File: src/hw/ptc_defs.svh
`ifndef PTC_DEFS_SVH
`define PTC_DEFS_SVH
// Register byte offsets
`define PTC_OFF_CTRL      8'h00
`define PTC_OFF_CMD       8'h04
`define PTC_OFF_PERIOD    8'h08
`define PTC_OFF_CMP0      8'h0C
`define PTC_OFF_CMP1      8'h10
`define PTC_OFF_CMP2      8'h14
`define PTC_OFF_STATE     8'h18
`define PTC_OFF_MODIFY    8'h1C
`define PTC_OFF_COUNT     8'h20
`define PTC_OFF_MODE      8'h24
// Control field positions
`define PTC_CTRL_CLKSEL_LO 0
`define PTC_CTRL_PRE_BIT   3
`define PTC_CTRL_ISEL_LO   4
`define PTC_CTRL_CTM_BIT   6
`define PTC_CTRL_SSC_BIT   7
// Command bits (write one)
`define PTC_CMD_RUN_SET    0
`define PTC_CMD_RUN_CLR    1
`define PTC_CMD_COUNT      2
`define PTC_CMD_SHADOW     3
// Modify register: set bits 0..2, reset bits 8..10
`define PTC_MOD_RESET_LO   8
// Channel mode code for hysteresis-like control
`define PTC_MODE_HYST      4'h9
// Extra divider depth: divide by 256
`define PTC_EXTRA_DIV_LOG2 8
// Bus responses
`define PTC_RESP_OKAY      2'b00
`define PTC_RESP_SLVERR    2'b10
`endif

File: src/hw/ptc_pkg.sv
`default_nettype none
package ptc_pkg;
  // Counter-input source selection
  typedef enum logic [1:0] {
    PTC_SRC_PRESCALE,
    PTC_SRC_SOFT,
    PTC_SRC_RISE,
    PTC_SRC_FALL
  } ptc_src_e;
  typedef logic [15:0] ptc_word_t;
endpackage
`default_nettype wire

File: src/hw/ptc_core.sv
`include "ptc_defs.svh"
`default_nettype none
module ptc_core
  import ptc_pkg::*;
(
  input  wire logic        aclk,
  input  wire logic        aresetn,
  input  wire logic [31:0] s_axi_awaddr,
  input  wire logic        s_axi_awvalid,
  output var  logic        s_axi_awready,
  input  wire logic [31:0] s_axi_wdata,
  input  wire logic [3:0]  s_axi_wstrb,
  input  wire logic        s_axi_wvalid,
  output var  logic        s_axi_wready,
  output var  logic [1:0]  s_axi_bresp,
  output var  logic        s_axi_bvalid,
  input  wire logic        s_axi_bready,
  input  wire logic [31:0] s_axi_araddr,
  input  wire logic        s_axi_arvalid,
  output var  logic        s_axi_arready,
  output var  logic [31:0] s_axi_rdata,
  output var  logic [1:0]  s_axi_rresp,
  output var  logic        s_axi_rvalid,
  input  wire logic        s_axi_rready,
  input  wire logic        external_count_input,
  input  wire logic [2:0]  position_gate_input,
  output var  logic [2:0]  channel_state_bit,
  output var  logic [2:0]  rising_compare_event,
  output var  logic [2:0]  falling_compare_event,
  output var  logic        timer_run_bit
);

  // Control fields
  logic [2:0]  clock_divide_select;   // Prescaler code
  logic        extra_divider_enable;  // Adds the /256 stage
  logic [1:0]  count_input_select;    // Step source
  logic        center_align_select;   // Triangle counting
  logic        single_shot_enable;    // Stop after one period
  logic [11:0] channel_mode_code;     // Four bits per channel
  // Timer state
  ptc_word_t   counter;               // Count value
  logic        count_direction_flag;  // 1 = counting down
  logic [14:0] prescaler;             // Divider chain, held at zero while stopped
  ptc_word_t   period;                // Active period
  ptc_word_t   active_compare_reg [3];  // Feeds comparators
  ptc_word_t   shadow_compare_reg [3];  // Software preload
  logic        ext_prev;              // Last external level
  logic [2:0]  pos_q;                 // Sampled position inputs

  // Write-channel holding state
  logic        aw_held;               // Address accepted
  logic        w_held;                // Data accepted
  logic [7:0]  wr_addr;               // Latched write offset
  logic [31:0] wr_data;               // Latched write data
  logic [3:0]  wr_strb;               // Latched byte enables

  // Divide exponent: select code, plus eight with the /256 stage
  function automatic logic [3:0] div_exp(input logic [2:0] sel,
                                         input logic       pre);
    div_exp = {1'b0, sel} + (pre ? 4'(`PTC_EXTRA_DIV_LOG2) : 4'd0);
  endfunction

  // Timer clock enable: low prescaler bits all ones, last value before wrap to zero
  logic [3:0] div_idx;   // Divide exponent
  logic [14:0] div_mask; // Low bits that must be ones
  // Divide by one gives an empty mask: a step every clock
  assign div_idx  = div_exp(clock_divide_select,
                            extra_divider_enable);
  assign div_mask = 15'((16'h0001 << div_idx) - 16'h0001);

  ptc_src_e src;
  assign src = ptc_src_e'(count_input_select);

  // Write decode
  logic        wr_fire;      // Both halves present
  logic        wr_known;     // Address maps to a register
  logic [31:0] wr_eff;       // Data after byte enables
  assign wr_fire  = aw_held && w_held && !s_axi_bvalid;
  assign wr_known = (wr_addr <= `PTC_OFF_MODE) && (wr_addr[1:0] == 2'b00);
  // Unwritten byte lanes of a register become zero
  assign wr_eff   = wr_data & {{8{wr_strb[3]}}, {8{wr_strb[2]}},
                               {8{wr_strb[1]}}, {8{wr_strb[0]}}};
  logic wr_cmd;              // Command register write
  logic wr_mod;              // Modify register write
  assign wr_cmd = wr_fire && (wr_addr == `PTC_OFF_CMD);
  assign wr_mod = wr_fire && (wr_addr == `PTC_OFF_MODIFY);

  // Step pulse from the selected source
  logic tick;
  logic soft_count_trigger;  // Software step request
  assign soft_count_trigger = wr_cmd && wr_eff[`PTC_CMD_COUNT];
  always_comb begin
    case (src)
      PTC_SRC_PRESCALE: tick = ((prescaler & div_mask) == div_mask);
      PTC_SRC_SOFT:     tick = soft_count_trigger;
      PTC_SRC_RISE:     tick = external_count_input && !ext_prev;
      PTC_SRC_FALL:     tick = !external_count_input && ext_prev;
      default:          tick = 1'b0;
    endcase
  end
  logic step;                // Timer clock event while running
  assign step = tick && timer_run_bit;

  // Match indications
  logic period_match;
  logic one_match;
  logic zero_match;
  assign period_match = (counter == period);
  assign one_match    = (counter == 16'h0001);
  assign zero_match   = (counter == 16'h0000);
  logic [2:0] channel_match;
  // A compare value above period+1 never matches: zero duty
  for (genvar c = 0; c < 3; c++) begin : g_cmp
    assign channel_match[c] = (counter == active_compare_reg[c]);
  end

  // Next counter value and direction
  ptc_word_t next_counter;
  logic      next_dir;
  always_comb begin
    next_dir = count_direction_flag;
    if (!center_align_select) begin
      next_dir     = 1'b0;
      next_counter = period_match ? 16'h0000 : counter + 16'h0001;
    end else begin
      // Move in the old direction, flip flag for the following step
      next_counter = count_direction_flag ? counter - 16'h0001
                                          : counter + 16'h0001;
      if (!count_direction_flag && period_match)
        next_dir = 1'b1;
      else if (count_direction_flag && one_match)
        next_dir = 1'b0;
    end
  end

  // Single-shot end of period
  logic shot_end;
  assign shot_end = single_shot_enable && step &&
                    (center_align_select
                     ? (count_direction_flag && one_match)
                     : period_match);

  // Counter, direction and prescaler
  // Prescaler restarts from zero at every start
  always_ff @(posedge aclk) begin
    if (!aresetn) begin
      counter              <= 16'h0000;
      count_direction_flag <= 1'b0;
      prescaler            <= 15'h0000;
    end else begin
      prescaler <= timer_run_bit ? prescaler + 15'h0001 : 15'h0000;
      if (step) begin
        counter              <= next_counter;
        count_direction_flag <= next_dir;
      end else if (!timer_run_bit && wr_fire &&
                   wr_addr == `PTC_OFF_COUNT) begin
        // Count writes only land while stopped
        counter <= wr_eff[15:0];
      end
    end
  end

  // Run bit: commands, and hardware clear at end of single shot
  // Hardware stop wins over a same-cycle software start
  always_ff @(posedge aclk) begin
    if (!aresetn) begin
      timer_run_bit <= 1'b0;
    end else if (shot_end) begin
      timer_run_bit <= 1'b0;
    end else if (wr_cmd && wr_eff[`PTC_CMD_RUN_CLR]) begin
      timer_run_bit <= 1'b0;
    end else if (wr_cmd && wr_eff[`PTC_CMD_RUN_SET]) begin
      timer_run_bit <= 1'b1;  // Period must be nonzero first
    end
  end

  // Shadow transfer: software command only
  logic shadow_transfer_signal;
  assign shadow_transfer_signal = wr_cmd && wr_eff[`PTC_CMD_SHADOW];

  // Compare and shadow registers, control fields
  always_ff @(posedge aclk) begin
    if (!aresetn) begin
      for (int i = 0; i < 3; i++) begin
        active_compare_reg[i] <= 16'h0000;
        shadow_compare_reg[i] <= 16'h0000;
      end
      period               <= 16'h0000;
      clock_divide_select  <= 3'h0;
      extra_divider_enable <= 1'b0;
      count_input_select   <= 2'h0;
      center_align_select  <= 1'b0;
      single_shot_enable   <= 1'b0;
      channel_mode_code    <= 12'h000;
      ext_prev             <= 1'b0;
      pos_q                <= 3'h0;
    end else begin
      ext_prev <= external_count_input;
      pos_q    <= position_gate_input;
      if (shadow_transfer_signal) begin
        for (int i = 0; i < 3; i++)
          active_compare_reg[i] <= shadow_compare_reg[i];
      end
      if (wr_fire) begin
        case (wr_addr)
          `PTC_OFF_CTRL: begin
            clock_divide_select  <= wr_eff[`PTC_CTRL_CLKSEL_LO +: 3];
            extra_divider_enable <= wr_eff[`PTC_CTRL_PRE_BIT];
            count_input_select   <= wr_eff[`PTC_CTRL_ISEL_LO +: 2];
            center_align_select  <= wr_eff[`PTC_CTRL_CTM_BIT];
            single_shot_enable   <= wr_eff[`PTC_CTRL_SSC_BIT];
          end
          `PTC_OFF_PERIOD: period <= wr_eff[15:0];
          `PTC_OFF_CMP0:   shadow_compare_reg[0] <= wr_eff[15:0];
          `PTC_OFF_CMP1:   shadow_compare_reg[1] <= wr_eff[15:0];
          `PTC_OFF_CMP2:   shadow_compare_reg[2] <= wr_eff[15:0];
          `PTC_OFF_MODE:   channel_mode_code <= wr_eff[11:0];
          default: ;
        endcase
      end
    end
  end

  // Per-channel switching rules
  logic [2:0] next_state;
  logic [2:0] hyst;
  always_comb begin
    for (int c = 0; c < 3; c++) begin
      hyst[c] = (channel_mode_code[4*c +: 4] == `PTC_MODE_HYST);
      next_state[c] = channel_state_bit[c];
      if (step) begin
        if (!count_direction_flag && channel_match[c])
          next_state[c] = 1'b1;
        else if (count_direction_flag && channel_match[c])
          next_state[c] = 1'b0;
        else if (!count_direction_flag && zero_match)
          next_state[c] = 1'b0;
      end
      // Software set/reset override the compare rules; reset wins
      if (wr_mod && wr_eff[c])
        next_state[c] = 1'b1;
      if (wr_mod && wr_eff[`PTC_MOD_RESET_LO + c])
        next_state[c] = 1'b0;
      // A low gate in hysteresis mode overrides everything
      if (hyst[c] && !pos_q[c])
        next_state[c] = 1'b0;
    end
  end

  // State bits and compare events
  // Events show the counter value before the step
  always_ff @(posedge aclk) begin
    if (!aresetn) begin
      channel_state_bit     <= 3'h0;
      rising_compare_event  <= 3'h0;
      falling_compare_event <= 3'h0;
    end else begin
      channel_state_bit     <= next_state;
      rising_compare_event  <= step && !count_direction_flag ?
                               channel_match : 3'h0;
      falling_compare_event <= step && count_direction_flag ?
                               channel_match : 3'h0;
    end
  end

  // AXI write channels: accept each half, answer after both
  // A held half blocks its channel until the write fires
  always_ff @(posedge aclk) begin
    if (!aresetn) begin
      aw_held       <= 1'b0;
      w_held        <= 1'b0;
      wr_addr       <= 8'h00;
      wr_data       <= 32'h0000_0000;
      wr_strb       <= 4'h0;
      s_axi_awready <= 1'b0;
      s_axi_wready  <= 1'b0;
      s_axi_bvalid  <= 1'b0;
      s_axi_bresp   <= `PTC_RESP_OKAY;
    end else begin
      s_axi_awready <= !aw_held && !s_axi_awready && s_axi_awvalid;
      s_axi_wready  <= !w_held && !s_axi_wready && s_axi_wvalid;
      if (s_axi_awvalid && s_axi_awready) begin
        aw_held <= 1'b1;
        wr_addr <= s_axi_awaddr[7:0] |
                   {7'h00, |s_axi_awaddr[31:8]};  // High bits: unmapped
      end
      if (s_axi_wvalid && s_axi_wready) begin
        w_held  <= 1'b1;
        wr_data <= s_axi_wdata;
        wr_strb <= s_axi_wstrb;
      end
      if (wr_fire) begin
        aw_held      <= 1'b0;
        w_held       <= 1'b0;
        s_axi_bvalid <= 1'b1;
        s_axi_bresp  <= wr_known ? `PTC_RESP_OKAY : `PTC_RESP_SLVERR;
      end else if (s_axi_bvalid && s_axi_bready) begin
        s_axi_bvalid <= 1'b0;
      end
    end
  end

  // Read decode
  logic [7:0]  rd_off;
  logic [31:0] rd_word;
  logic        rd_known;
  assign rd_off = s_axi_araddr[7:0];
  always_comb begin
    rd_known = (s_axi_araddr[31:8] == 24'h000000) &&
               (rd_off <= `PTC_OFF_MODE) && (rd_off[1:0] == 2'b00);
    case (rd_off)
      `PTC_OFF_CTRL:   rd_word = {24'h000000, single_shot_enable,
                                  center_align_select, count_input_select,
                                  extra_divider_enable, clock_divide_select};
      `PTC_OFF_CMD:    rd_word = {30'h0000_0000, count_direction_flag,
                                  timer_run_bit};
      `PTC_OFF_PERIOD: rd_word = {16'h0000, period};
      `PTC_OFF_CMP0:   rd_word = {16'h0000, active_compare_reg[0]};
      `PTC_OFF_CMP1:   rd_word = {16'h0000, active_compare_reg[1]};
      `PTC_OFF_CMP2:   rd_word = {16'h0000, active_compare_reg[2]};
      `PTC_OFF_STATE:  rd_word = {29'h0000_0000, channel_state_bit};
      `PTC_OFF_COUNT:  rd_word = {16'h0000, counter};
      `PTC_OFF_MODE:   rd_word = {20'h0_0000, channel_mode_code};
      default:         rd_word = 32'h0000_0000;
    endcase
  end

  // AXI read channel: one-cycle ready pulse, data next cycle
  // Unmapped reads answer SLVERR with zero data
  always_ff @(posedge aclk) begin
    if (!aresetn) begin
      s_axi_arready <= 1'b0;
      s_axi_rvalid  <= 1'b0;
      s_axi_rdata   <= 32'h0000_0000;
      s_axi_rresp   <= `PTC_RESP_OKAY;
    end else begin
      s_axi_arready <= s_axi_arvalid && !s_axi_arready && !s_axi_rvalid;
      if (s_axi_arvalid && s_axi_arready) begin
        s_axi_rvalid <= 1'b1;
        s_axi_rdata  <= rd_known ? rd_word : 32'h0000_0000;
        s_axi_rresp  <= rd_known ? `PTC_RESP_OKAY : `PTC_RESP_SLVERR;
      end else if (s_axi_rvalid && s_axi_rready) begin
        s_axi_rvalid <= 1'b0;
      end
    end
  end

endmodule
`default_nettype wire

File: config.mk
export PLATFORM = sky130hd
export DESIGN_NAME = ptc_core
export DESIGN_NICKNAME = d
export VERILOG_FILES = /design/src/hw/ptc_pkg.sv /design/src/hw/ptc_core.sv
export VERILOG_INCLUDE_DIRS = /design/src /design/src/hw
export SDC_FILE = /design/constraint.sdc
export NUM_CORES = 1
export LEC_CHECK = 0
export ABC_AREA = 1
export BUFFER_PORTS_ARGS = -buffer_cell sky130_fd_sc_hd__buf_2
export CAP_MARGIN = 20
export CORE_AREA = 2 2 146 148
export DETAILED_ROUTE_END_ITERATION = 8
export DIE_AREA = 0 0 148 150
export PLACE_DENSITY = 0.87
export SLEW_MARGIN = 20
export SYNTH_ARGS = -nofsm -noshare
export SYNTH_HDL_FRONTEND = slang
export SYNTH_SLANG_ARGS = --single-unit
File: constraint.sdc
create_clock -name aclk -period 3.6 [get_ports aclk]
set_clock_uncertainty 0.1 [all_clocks]
set_input_delay 0.18 -clock aclk [delete_from_list [all_inputs] [get_ports aclk]]
set_output_delay 0.18 -clock aclk [all_outputs]
set_load 0.02 [all_outputs]
# [Word-level counts from Yosys, hierarchy flattened]
# Memories as Yosys holds them, arrays and structs flattened.
# Cells that the tools add are included.
[totals] reg_bits=151 mem_bits_rw=96 output_inout_bits=51 memories=2
[op_classes] n_addsub=5 n_lt_le_gt_ge=2 n_eq_ne=29 n_shift=1 muxes=54 n_bitwise=10 n_reduce_logical=95
[mem_list] name="active_compare_reg" words=3 word_bits=16 rd=3 rd_clocked_by_memory_dff=0 write_ports=3 line_no="ptc_core.sv:45" rtl="ptc_word_t active_compare_reg [3];"
[mem_list] name="shadow_compare_reg" words=3 word_bits=16 rd=3 rd_clocked_by_memory_dff=0 write_ports=3 line_no="ptc_core.sv:46" rtl="ptc_word_t shadow_compare_reg [3];"
[ops] op="2-to-1 mux 16 bit" count=11
[ops] op="one-hot mux 16 bit (9 select lines)" count=1
[ops] op="equality test 16 bit" count=4
[ops] op="logical AND 1 bit" count=49
[ops] op="equality test 8 x 5 -> 1 bit, second input constant" count=6
[ops] op="2-to-1 mux 1 bit" count=37
[ops] op="equality test 8 x 4 -> 1 bit, second input constant" count=4
[ops] op="equality test 8 x 6 -> 1 bit, second input constant" count=4
[ops] op="2-to-1 mux 32 bit" count=1
[ops] op="zero test 24 bit" count=1
[ops] op="OR reduction 24 bit" count=1
[ops] op="AND reduction 2 bit" count=10
[ops] op="adder 16 x 1 -> 16 bit, second input constant" count=1
[ops] op="bitwise AND 16 bit" count=1
[ops] op="equality test 16 x 1 -> 1 bit, second input constant" count=1
[ops] op="equality test 8 x 3 -> 1 bit, second input constant" count=2
[ops] op="less-or-equal comparator 8 x 6 -> 1 bit, second input constant" count=2
[ops] op="zero test 16 bit" count=1
[ops] op="zero test 8 bit" count=2
[ops] op="subtractor 16 x 1 -> 16 bit, second input constant" count=1
[ops] op="adder 15 x 1 -> 15 bit, second input constant" count=1
[ops] op="bitwise AND 15 bit" count=1
[ops] op="equality test 15 bit" count=1
[ops] op="left shift 1 x 4 -> 15 bit, first input constant" count=1
[ops] op="18 further kinds" count=52

# [Depth between registers and ports, before layout]
# Gate-level depths: netlist of the first run.
[depth] ltp_word=11 mapped_depth=20 ltp_nobuf=18

# [Least setup slack after synthesis of the first run]
# Ideal clock, no wire load.
[synth_timing] path_type="register to register" start="register s_axi_bvalid" end="memory active_compare_reg[0][0] in the netlist's numbering (enable)" setup_time_ns=0.407 arrival_time_ns=2.059 required_ns=3.093 slack_ns=1.034 stages_incl_launch_ff=6 n_path_buf=0 period_less_slack_ns=2.566 path_cell_list="dfxtp_1 -> nor3_2 -> nand2_2 -> nor2_2 -> nand2_1 -> nand2_1"
[synth_lines] item="start: declaration" line_no="ptc_core.sv:16" rtl="output var logic s_axi_bvalid,"
[synth_lines] item="start signal: assignment" line_no="ptc_core.sv:277" rtl="s_axi_bvalid <= 1'b0;"
[synth_lines] item="start signal: assignment" line_no="ptc_core.sv:295" rtl="s_axi_bvalid <= 1'b1;"
[synth_lines] item="start signal: assignment" line_no="ptc_core.sv:298" rtl="s_axi_bvalid <= 1'b0;"
[synth_lines] item="end: declaration" line_no="ptc_core.sv:45"

# [Worst setup path in the final report of the first run]
[layout_timing] start="register clock_divide_select[2]" end="register counter[12]"
[layout_via] elab_chain_cells=8
[layout_rtl] item="start: declaration" line_no="ptc_core.sv:34" rtl="logic [2:0] clock_divide_select;"
[layout_rtl] item="start signal: assignment" line_no="ptc_core.sv:207" rtl="clock_divide_select <= wr_eff[`PTC_CTRL_CLKSEL_LO +: 3];"
[layout_rtl] item="adder 3 x 4 -> 4 bit *" line_no="ptc_core.sv:60" rtl="div_exp = {1'b0, sel} + (pre ? 4'(`PTC_EXTRA_DIV_LOG2) : 4'd0);"
[layout_rtl] item="left shift 1 x 4 -> 15 bit *" line_no="ptc_core.sv:69" rtl="assign div_mask = 15'((16'h0001 << div_idx) - 16'h0001);"
[layout_rtl] item="subtractor 15 x 1 -> 15 bit *" line_no="ptc_core.sv:69"
[layout_rtl] item="bitwise AND 15 bit" line_no="ptc_core.sv:94" rtl="PTC_SRC_PRESCALE: tick = ((prescaler & div_mask) == div_mask);"
[layout_rtl] item="equality test 15 bit *" line_no="ptc_core.sv:94"
[layout_rtl] item="one-hot mux 1 bit (4 select lines) *" line_no="ptc_core.sv:93" rtl="case (src)"
[layout_rtl] item="logical AND 1 bit *" line_no="ptc_core.sv:102" rtl="assign step = tick && timer_run_bit;"
[layout_rtl] item="2-to-1 mux 16 bit / nonzero test 2 bit (equally long branches)"
[layout_rtl] item="end signal: assignment" line_no="ptc_core.sv:153" rtl="counter <= next_counter;"
[layout_rtl] item="end signal: assignment" line_no="ptc_core.sv:158" rtl="counter <= wr_eff[15:0];"
[layout_rtl] item="end: declaration" line_no="ptc_core.sv:41" rtl="ptc_word_t counter;"
# Every way passes the cells marked *; elsewhere a longest branch is shown, timed or not.
# A chain may end at the register's enable or synchronous reset.

==> results of run 1 <==
## routing by layer
layer	GRT usage (%)	wire length, um	vias up	share of wire (%)
met5	0	0	-	0
met3	4.756	3693	91	11
met1	40.83	13460	4992	40
met4	9.857	1096	0	3.3
li1	-	-	5262	-
met2	48.01	15120	649	45
## report_power, final
group | total, mW | switching [mW] | internal [mW]
clock network | 2.62 | 1.08 | 1.55
registers | 2.80 | 0.0385 | 2.76
logic | 0.331 | 0.196 | 0.135
## how the worst max path moves through the flow
stage,slack [ps],end,startpoint,cells past startpoint
4_1_cts,780,counter[12],clock_divide_select[2],15
3_5_place_dp,780,counter[12],clock_divide_select[2],14
5_1_grt,490,counter[12],clock_divide_select[2],15
6_report,690,counter[12],clock_divide_select[2],14
2_1_floorplan,1030,active_compare_reg[0][0],s_axi_bvalid,5
3_3_place_gp,830,timer_run_bit,clock_divide_select[2],16
## cell families (layout without fill, tap and decap cells)
family | after synthesis | in the layout
adder cells (fa/ha/maj) | 6 | 6
buffers and inverters | 275 | 429
XOR/XNOR | 67 | 67
other | 1 | 18
flip-flops | 229 | 229
AO/OA/AOI/OAI | 271 | 271
AND/OR/NAND/NOR | 674 | 674
## worst max-delay path: cells and delay by family, from the launching register on
family / cells / cell delay, ps
AND/OR/NAND/NOR: 9 / 1090
buffers and inverters: 1 / 90
flip-flops: 1 / 590
adder cells (fa/ha/maj): 1 / 360
AO/OA/AOI/OAI: 3 / 560
## area by class of cell
cell class / instances / area share [%]
Sequential cell: 229 / 40.03
Multi-Input combinational cell: 1036 / 36.85
Timing Repair Buffer: 195 / 9.322
Clock buffer: 29 / 4.769
Tap cell: 275 / 2.484
Inverter: 190 / 5.149
Clock inverter: 15 / 1.391
## through the flow
stage               power (mW)  hold WS (ps)  cells  utilization (%)  setup WS (ps)
finish                   5.750         167.3   1969            66.95          685.8
global route             5.929         193.9   1969            66.95          494.3
CTS                      5.767         144.4   1968            66.85          782.7
detailed placement       3.132         273.5   1873            60.26          776.4
global placement         3.121         273.3   1873            60.26          827.5
floorplan                3.033         173.5   1540                -           1034
## cells in the mapped netlist, types with 5 or more instances
cell	instances	area (sq um)
a21oi_1	103	515.5
a221oi_1	9	78.83
a31oi_1	5	31.28
buf_2	19	95.09
buf_4	24	180.2
clkbuf_1	38	142.6
clkinv_1	5	18.77
dfxtp_1	133	2663
edfxtp_1	96	2883
ha_1	6	75.07
inv_1	176	660.6
inv_2	9	33.78
nand2_1	284	1066
nand2_2	5	31.28
nand3_1	68	340.3
nand4_1	36	225.2
nor2_1	226	848.3
nor2_2	5	31.28
nor3_1	19	95.09
nor4_1	12	75.07
o21ai_0	108	540.5
o21ai_1	13	65.06
o22ai_1	13	81.33
xnor2_1	29	254.0
xor2_1	38	332.8
## timing repair
| item | in CTS | in global routing |
|---|---|---|
| endpoints found under the hold margin | 38 | 0 |
| buffers inserted | 0 | 0 |
| hold buffers | 51 | 0 |
==> metrics, run 1 <==
Reg2Reg Setup Slack=690 ps; # nets final=1793; YS warnings=0; number of max-cap violations=0; CP endpoint kind=flop; final setup fails=0; initial antenna violation count=0; most frequent cells in the layout=nand2_1, nor2_1, inv_1; R2R depth=14; Filler cells=1668; maximum clock path buffer count=3; r2r endpoint=counter[12]; Worst Max-Slew Pin Slew=1077 ps; worst path required time=3920 ps; Main synth FF type=dfxtp_1; post-synthesis sequential area ratio=47.25%; xor and xnor area share after synthesis=5.001%; register area=0.005545 sq mm; number of library cell types mapped by synthesis=50; PortBufs=125; Die Ht=150 um; Antenna Nets Post-Route=0; #FFs+latches synth=229; Initial DRC Count=1172; slowest cell on the critical path=dfxtp_1; Peak VDD IR=0.0004119 V; fmax=0.3432 GHz; CTS tree=yes; mux cell area share after synthesis=0%; CTS sink count=229; Hold Path End=s_axi_rdata[10]; CP peak stage delay=590 ps; Hold Path Stages=6; WP data arrival=3240 ps; Pleak=5.995 nW; Pins Over Slew Limit=0; critical path cell sequence=nor2_8, nand2_1, ha_1, inv_1, a21oi_1, a21oi_1, nor2_1, nor2_1, nand3_2, nand2_2, nand2_2, nand2_1, o21ai_0, nor2_1; largest family of logic cells by synthesized area=simple AND/OR/NAND/NOR gates; core box area=0.02069 sq mm; die width=148 um; ys async rst share=0%; Final Cycle Share=80.95%; number of gates resized after cts=0; GPL Wtd Cong=0.9849; Syn Area/Cell=7.705 sq um; share of cells above drive strength 1=13.05%; Initial Util=56.72%; GR Util All Layers=29.66%; root buffer selected by CTS=clkbuf_16; r2r startpoint=clock_divide_select[2]; number of global-route vias before repair=10050; Worst setup SP type=flop; routed len/inst=16.95 um; CP Max Fanout=22; fin area=0.01385 sq mm; DRT Wirelength=33370 um; Avg Vias per Cell=5.584; kind of critical path=reg2reg; worst min-delay path class=in2reg; setup TNS=0 ps; area of the multi-input gates=0.005105 sq mm; CP dominant cell by count=nor2_1; Post-synth EDFFs=96; diode count=0; total number of vias=10990; CTS clk-pin slew, worst paths=60 ps; dpl hpwl=24160 um; Min-Delay Startpoint=s_axi_araddr[6]; global-route wire length before repair=52140 um; Worst-Skew Late Latency=540 ps; I/O Pins=162; Synth Area in Simple Gates=24.57%; Clock H-tree levels=1; largest net degree at the start of global routing=53; drt pass-1 iters=6; Fin. Hold Viols=0; number of buffers created by CTS=24; max_slew headroom=27.64%; GRT overflow=0; power per cell area=415.1 mW/mm^2; placed standard-cell area=0.01247 sq mm; post-synthesis compound-gate area fraction=12.61%; crit path time final=2914 ps; Cell Rows=53; Cells after Synth=1523; status=finished clean; Area growth syn-to-layout=18.04%; Post-Synth Adder-Cell Area=0.6397%; RSZ-0062 raised after global routing=false; final routed DRC violation total=0; die footprint=0.02220 sq mm; Syn Std Cell Area=0.01174 sq mm; commonest non-fill, non-tap cell in the layout=nand2_1
Power figures use the tool's default switching activity.
==> inputs of run 2 (changes only) <==
clock period = 3 ns   (was 3.6 ns; I/O delays follow)
==> metrics, run 2 (synthesis results as in run 1) <==
die width=148 um; drt pass-1 iters=5; Pleak=6.033 nW; max_slew headroom=41.28%; Switch Pwr=1.524 mW; RSZ-0062 raised after global routing=false; GRT overflow=0; WP data arrival=3070 ps; CTS clk-pin slew, worst paths=60 ps; most frequent cells in the layout=nand2_1, nor2_1, inv_1; Pins Over Slew Limit=0; # nets final=1804; diode count=0; Worst setup SP type=flop; Avg Vias per Cell=5.465; hold_buf cts=43; cell family with most CP delay=simple AND/OR/NAND/NOR gates; CTS tree=yes; worst slack, placed=380.9 ps; share of cells above drive strength 1=13.90%; Clock H-tree levels=1; power per cell area=481.5 mW/mm^2; number of buffers created by CTS=24; Internal Pwr Total=5.132 mW; Area growth syn-to-layout=17.81%; Initial DRC Count=1108; number of global-route vias before repair=9961; core box area=0.02069 sq mm; Peak VDD IR=0.0004277 V; status=finished clean; net switching fraction of the power=22.90%; CP Max Fanout=22; Cell Rows=53; PortBufs=125; global-route wire length before repair=51780 um; postcts setup bufs=0; CP peak stage delay=430 ps; Final WS setup=292.7 ps; GR Util All Layers=29.67%; Critical path buffers and inverters=1; I/O Pins=162; GPL Wtd Cong=1.012; Worst Max-Slew Pin Slew=878.3 ps; initial antenna violation count=1; Fin. Hold Viols=0; Reg power frac=50.4%; Worst-Skew Late Latency=530 ps; fmax=0.3694 GHz; Clock Power Share=43.8%; largest net degree at the start of global routing=49; maximum clock path buffer count=3; crit path time final=2707 ps; final routed DRC violation total=0; CTS sink count=229; Initial Util=56.72%; die footprint=0.02220 sq mm; worst path required time=3360 ps; number of gates resized after cts=0; CP endpoint kind=flop; routed len/inst=16.75 um; CP dominant cell by count=nand2_1; Final Cycle Share=90.24%; DRT Wirelength=33160 um; worst min-delay path class=in2reg; commonest non-fill, non-tap cell in the layout=nand2_1; setup TNS=0 ps; total number of vias=10820; Antenna Nets Post-Route=0; root buffer selected by CTS=clkbuf_16; dpl hpwl=24390 um; final setup fails=0; kind of critical path=reg2reg; critical path cell sequence=nor2_8, nand2_1, ha_1, inv_1, nand2_1, nand2_1, nor2_1, nand2_1, nor2_1, nand3_1, nor2_1, nand3_2, nand2_2, nand2_2, nand2_1, o21ai_0, nor2_1; number of max-cap violations=0; Comb pwr share=5.8%; slowest cell on the critical path=dfxtp_1; Die Ht=150 um
## run 2: area by class of cell
type / instances / area (sq um)
fillers: 1708 / 6865
flip-flops and latches: 229 / 5545
multi-input cells: 1036 / 5101
repair buffers: 206 / 1341
inverters: 190 / 713.2
clock buffers: 31 / 666.9
well taps: 275 / 344.1
clock inverters: 13 / 112.6
## run 2: worst paths after layout
check	startpoint	to	cells past startpoint	slack, ps
max	clock_divide_select[2]	counter[10]	17	290
min	aresetn	period[15]	3	40
max reg2reg	clock_divide_select[2]	counter[10]	17	290
min reg2reg	aw_held	s_axi_awready	1	320
## run 2: worst register-to-register path, cell delays in order (launching register included)
cell     delay, ps
dfxtp_1        430
nor2_8         170
nand2_1        100
ha_1           290
inv_1           50
nand2_1         50
nand2_1         40
nor2_1          90
nand2_1         70
nor2_1         110
nand3_1         90
nor2_1         120
nand3_2        120
nand2_2        100
nand2_2        270
nand2_1        220
o21ai_0         90
nor2_1         120
## run 2: power by group through the flow
| stage | clock [mW] | sequential, mW | combinational (mW) |
|---|---|---|---|
| after floorplan | 0 | 3.41 | 0.228 |
| after global placement | 0 | 3.42 | 0.331 |
| after detailed placement | 0 | 3.42 | 0.339 |
| after CTS | 2.93 | 3.35 | 0.381 |
| after global routing | 3.05 | 3.36 | 0.428 |
| final | 2.91 | 3.35 | 0.388 |
## run 2: metrics by stage
| stage | hold WS (ps) | area [sq um] | util (%) | instances | power (mW) |
|---|---|---|---|---|---|
| after floorplan | 143.5 | 11800 | - | 1540 | 3.639 |
| after global placement | 232.8 | 12610 | 60.97 | 1893 | 3.749 |
| after detailed placement | 236.7 | 12610 | 60.97 | 1893 | 3.760 |
| after CTS | 12.83 | 13820 | 66.82 | 1980 | 6.662 |
| after global routing | 41.72 | 13820 | 66.82 | 1980 | 6.843 |
| final | 40.44 | 13820 | 66.82 | 1980 | 6.656 |
## run 2: routing by layer
layer | track usage (%) | vias up | wire length, um
met2 | 48.17 | 560 | 14870
met4 | 9.619 | 0 | 1033
met3 | 4.939 | 85 | 3443
met5 | 0 | - | 0
li1 | - | 5278 | -
met1 | 40.71 | 4897 | 13820
==> inputs of run 3 (changes only) <==
CELL_PAD_IN_SITES_DETAIL_PLACEMENT = 1   (was default)
CELL_PAD_IN_SITES_GLOBAL_PLACEMENT = 1   (was default)
CORE_AREA = 2 2 169 171   (was 2 2 146 148)
DIE_AREA = 0 0 171 173   (was 0 0 148 150)
PLACE_DENSITY = 0.88   (was 0.87)
==> metrics, run 3 (synthesis results as in run 1) <==
r2r endpoint=counter[2]; drt pass-1 iters=5; crit path time final=2656 ps; CTS sink count=229; Antenna Nets Post-Route=0; RSZ-0062 raised after global routing=false; CP peak stage delay=380 ps; r2r startpoint=clock_divide_select[1]; root buffer selected by CTS=clkbuf_16; CTS tree=yes; I/O Pins=162; share of cells above drive strength 1=13.97%; worst path required time=3330 ps; Switch Pwr=1.630 mW; final setup fails=0; worst min-delay path class=in2reg; critical path cell sequence=nor2_1, nand2_1, ha_1, buf_4, nand2_1, nand2_1, nand3_1, nand2_1, nor2_1, nand3_2, nand2_2, nand2_2, buf_4, o21ai_1, nor2_1; fmax=0.3764 GHz; Fin. Hold Viols=0; die footprint=0.02958 sq mm; Initial Util=42.47%; number of max-cap violations=0; Clock H-tree levels=1; GR Util All Layers=26.93%; net switching fraction of the power=22.81%; worst slack, placed=380.9 ps; Hold Path End=prescaler[0]; global-route wire length before repair=62650 um; most frequent cells in the layout=nand2_1, nor2_1, inv_1; power per cell area=504.4 mW/mm^2; CP Max Fanout=17; CP dominant cell by count=nand2_1; GRT overflow=0; number of buffers created by CTS=26; setup TNS=0 ps; Reg power frac=47.0%; Initial DRC Count=989; WP data arrival=2990 ps; Pleak=6.129 nW; max_slew headroom=35.65%; dpl hpwl=29120 um; GPL Wtd Cong=0.9084; Worst-Skew Late Latency=550 ps; number of global-route vias before repair=11450; DRT Wirelength=40310 um; Clock Power Share=47.1%; initial antenna violation count=0; PortBufs=125; CTS clk-pin slew, worst paths=60 ps; core box area=0.02763 sq mm; Hold Path Stages=4; routed len/inst=19.23 um; Final WS setup=343.5 ps; Comb pwr share=5.8%; Cell Rows=61; status=finished clean; final routed DRC violation total=0; R2R depth=15; Area growth syn-to-layout=20.73%; die width=171 um; Worst Max-Slew Pin Slew=962.5 ps; Reg2Reg Setup Slack=340 ps; Min-Delay Startpoint=aresetn; Final Cycle Share=88.55%; Internal Pwr Total=5.516 mW; slowest cell on the critical path=dfxtp_1; Peak VDD IR=0.0003619 V; commonest non-fill, non-tap cell in the layout=nand2_1; diode count=0; CP endpoint kind=flop; Critical path buffers and inverters=2; cell family with most CP delay=simple AND/OR/NAND/NOR gates; # nets final=1815; number of gates resized after cts=0; maximum clock path buffer count=3; Pins Over Slew Limit=0; Avg Vias per Cell=5.387; largest net degree at the start of global routing=52; Worst setup SP type=flop; total number of vias=11290; Die Ht=173 um; kind of critical path=reg2reg
-- run 3: cell types whose count changed in the layout (fill, tap and decap cells not counted), sizes merged --
cell,before,now
bufinv,1,4
clkinvlp,2,1
dlygate4sd3,43,49
buf,163,166
clkbuf,31,35
clkinv,14,12
-- run 3: worst max-delay path by stage --
| stage | start | endpoint | slack [ps] | cells after the start |
|---|---|---|---|---|
| after floorplan | s_axi_bvalid | active_compare_reg[0][0] | 430 | 5 |
| after global placement | clock_divide_select[1] | counter[4] | 430 | 18 |
| after detailed placement | clock_divide_select[1] | counter[4] | 380 | 18 |
| after CTS | clock_divide_select[1] | counter[4] | 370 | 18 |
| after global routing | clock_divide_select[1] | counter[3] | 60 | 17 |
| final | clock_divide_select[1] | counter[2] | 340 | 15 |
-- run 3: repair_timing --
| item | 4_1_cts | 5_1_grt |
|---|---|---|
| hold buffers | 49 | 0 |
| buffers inserted | 0 | 0 |
| hold endpoints to repair | 36 | 0 |
-- run 3: through the flow --
stage / power, mW / hold slack (ps) / instances / utilization [%] / area (sq um)
finish: 7.146 / 77.14 / 2096 / 51.28 / 14170
detailed placement: 3.783 / 275.5 / 1999 / 46.25 / 12780
floorplan: 3.639 / 143.5 / 1540 / - / 11800
CTS: 7.162 / 53.45 / 2096 / 51.28 / 14170
global placement: 3.761 / 272.8 / 1999 / 46.25 / 12780
global route: 7.347 / 99.96 / 2096 / 51.28 / 14170
-- run 3: cell type report --
cell class	instances	area, sq um
Fill cell	3418	13460
Clock inverter	13	172.7
Sequential cell	229	5545
Inverter	190	713.2
Timing Repair Buffer	215	1436
Clock buffer	35	725.7
Multi-Input combinational cell	1036	5101
Tap cell	378	473.0
-- run 3: routing by layer --
metal  vias up  track usage, %  wire, um  share of wire (%)
met5         -               0         0                  0
met4         0           9.710      1452                3.6
met3       103           4.166      2863                7.1
met2       441           44.24     18740                 46
met1      5452           35.87     17250                 43
li1       5295               -         -                  -
-- run 3: worst min-delay path, cell delays in order --
cell and delay [ps]:
buf_2 200, nand2_1 110, buf_4 160, nor2_1 50
-- run 3: power by group through the flow --
| stage | sequential, mW | clock, mW | combinational, mW |
|---|---|---|---|
| after floorplan | 3.41 | 0 | 0.228 |
| after global placement | 3.42 | 0 | 0.344 |
| after detailed placement | 3.43 | 0 | 0.358 |
| after CTS | 3.36 | 3.39 | 0.409 |
| after global routing | 3.37 | 3.52 | 0.458 |
| final | 3.36 | 3.37 | 0.416 |
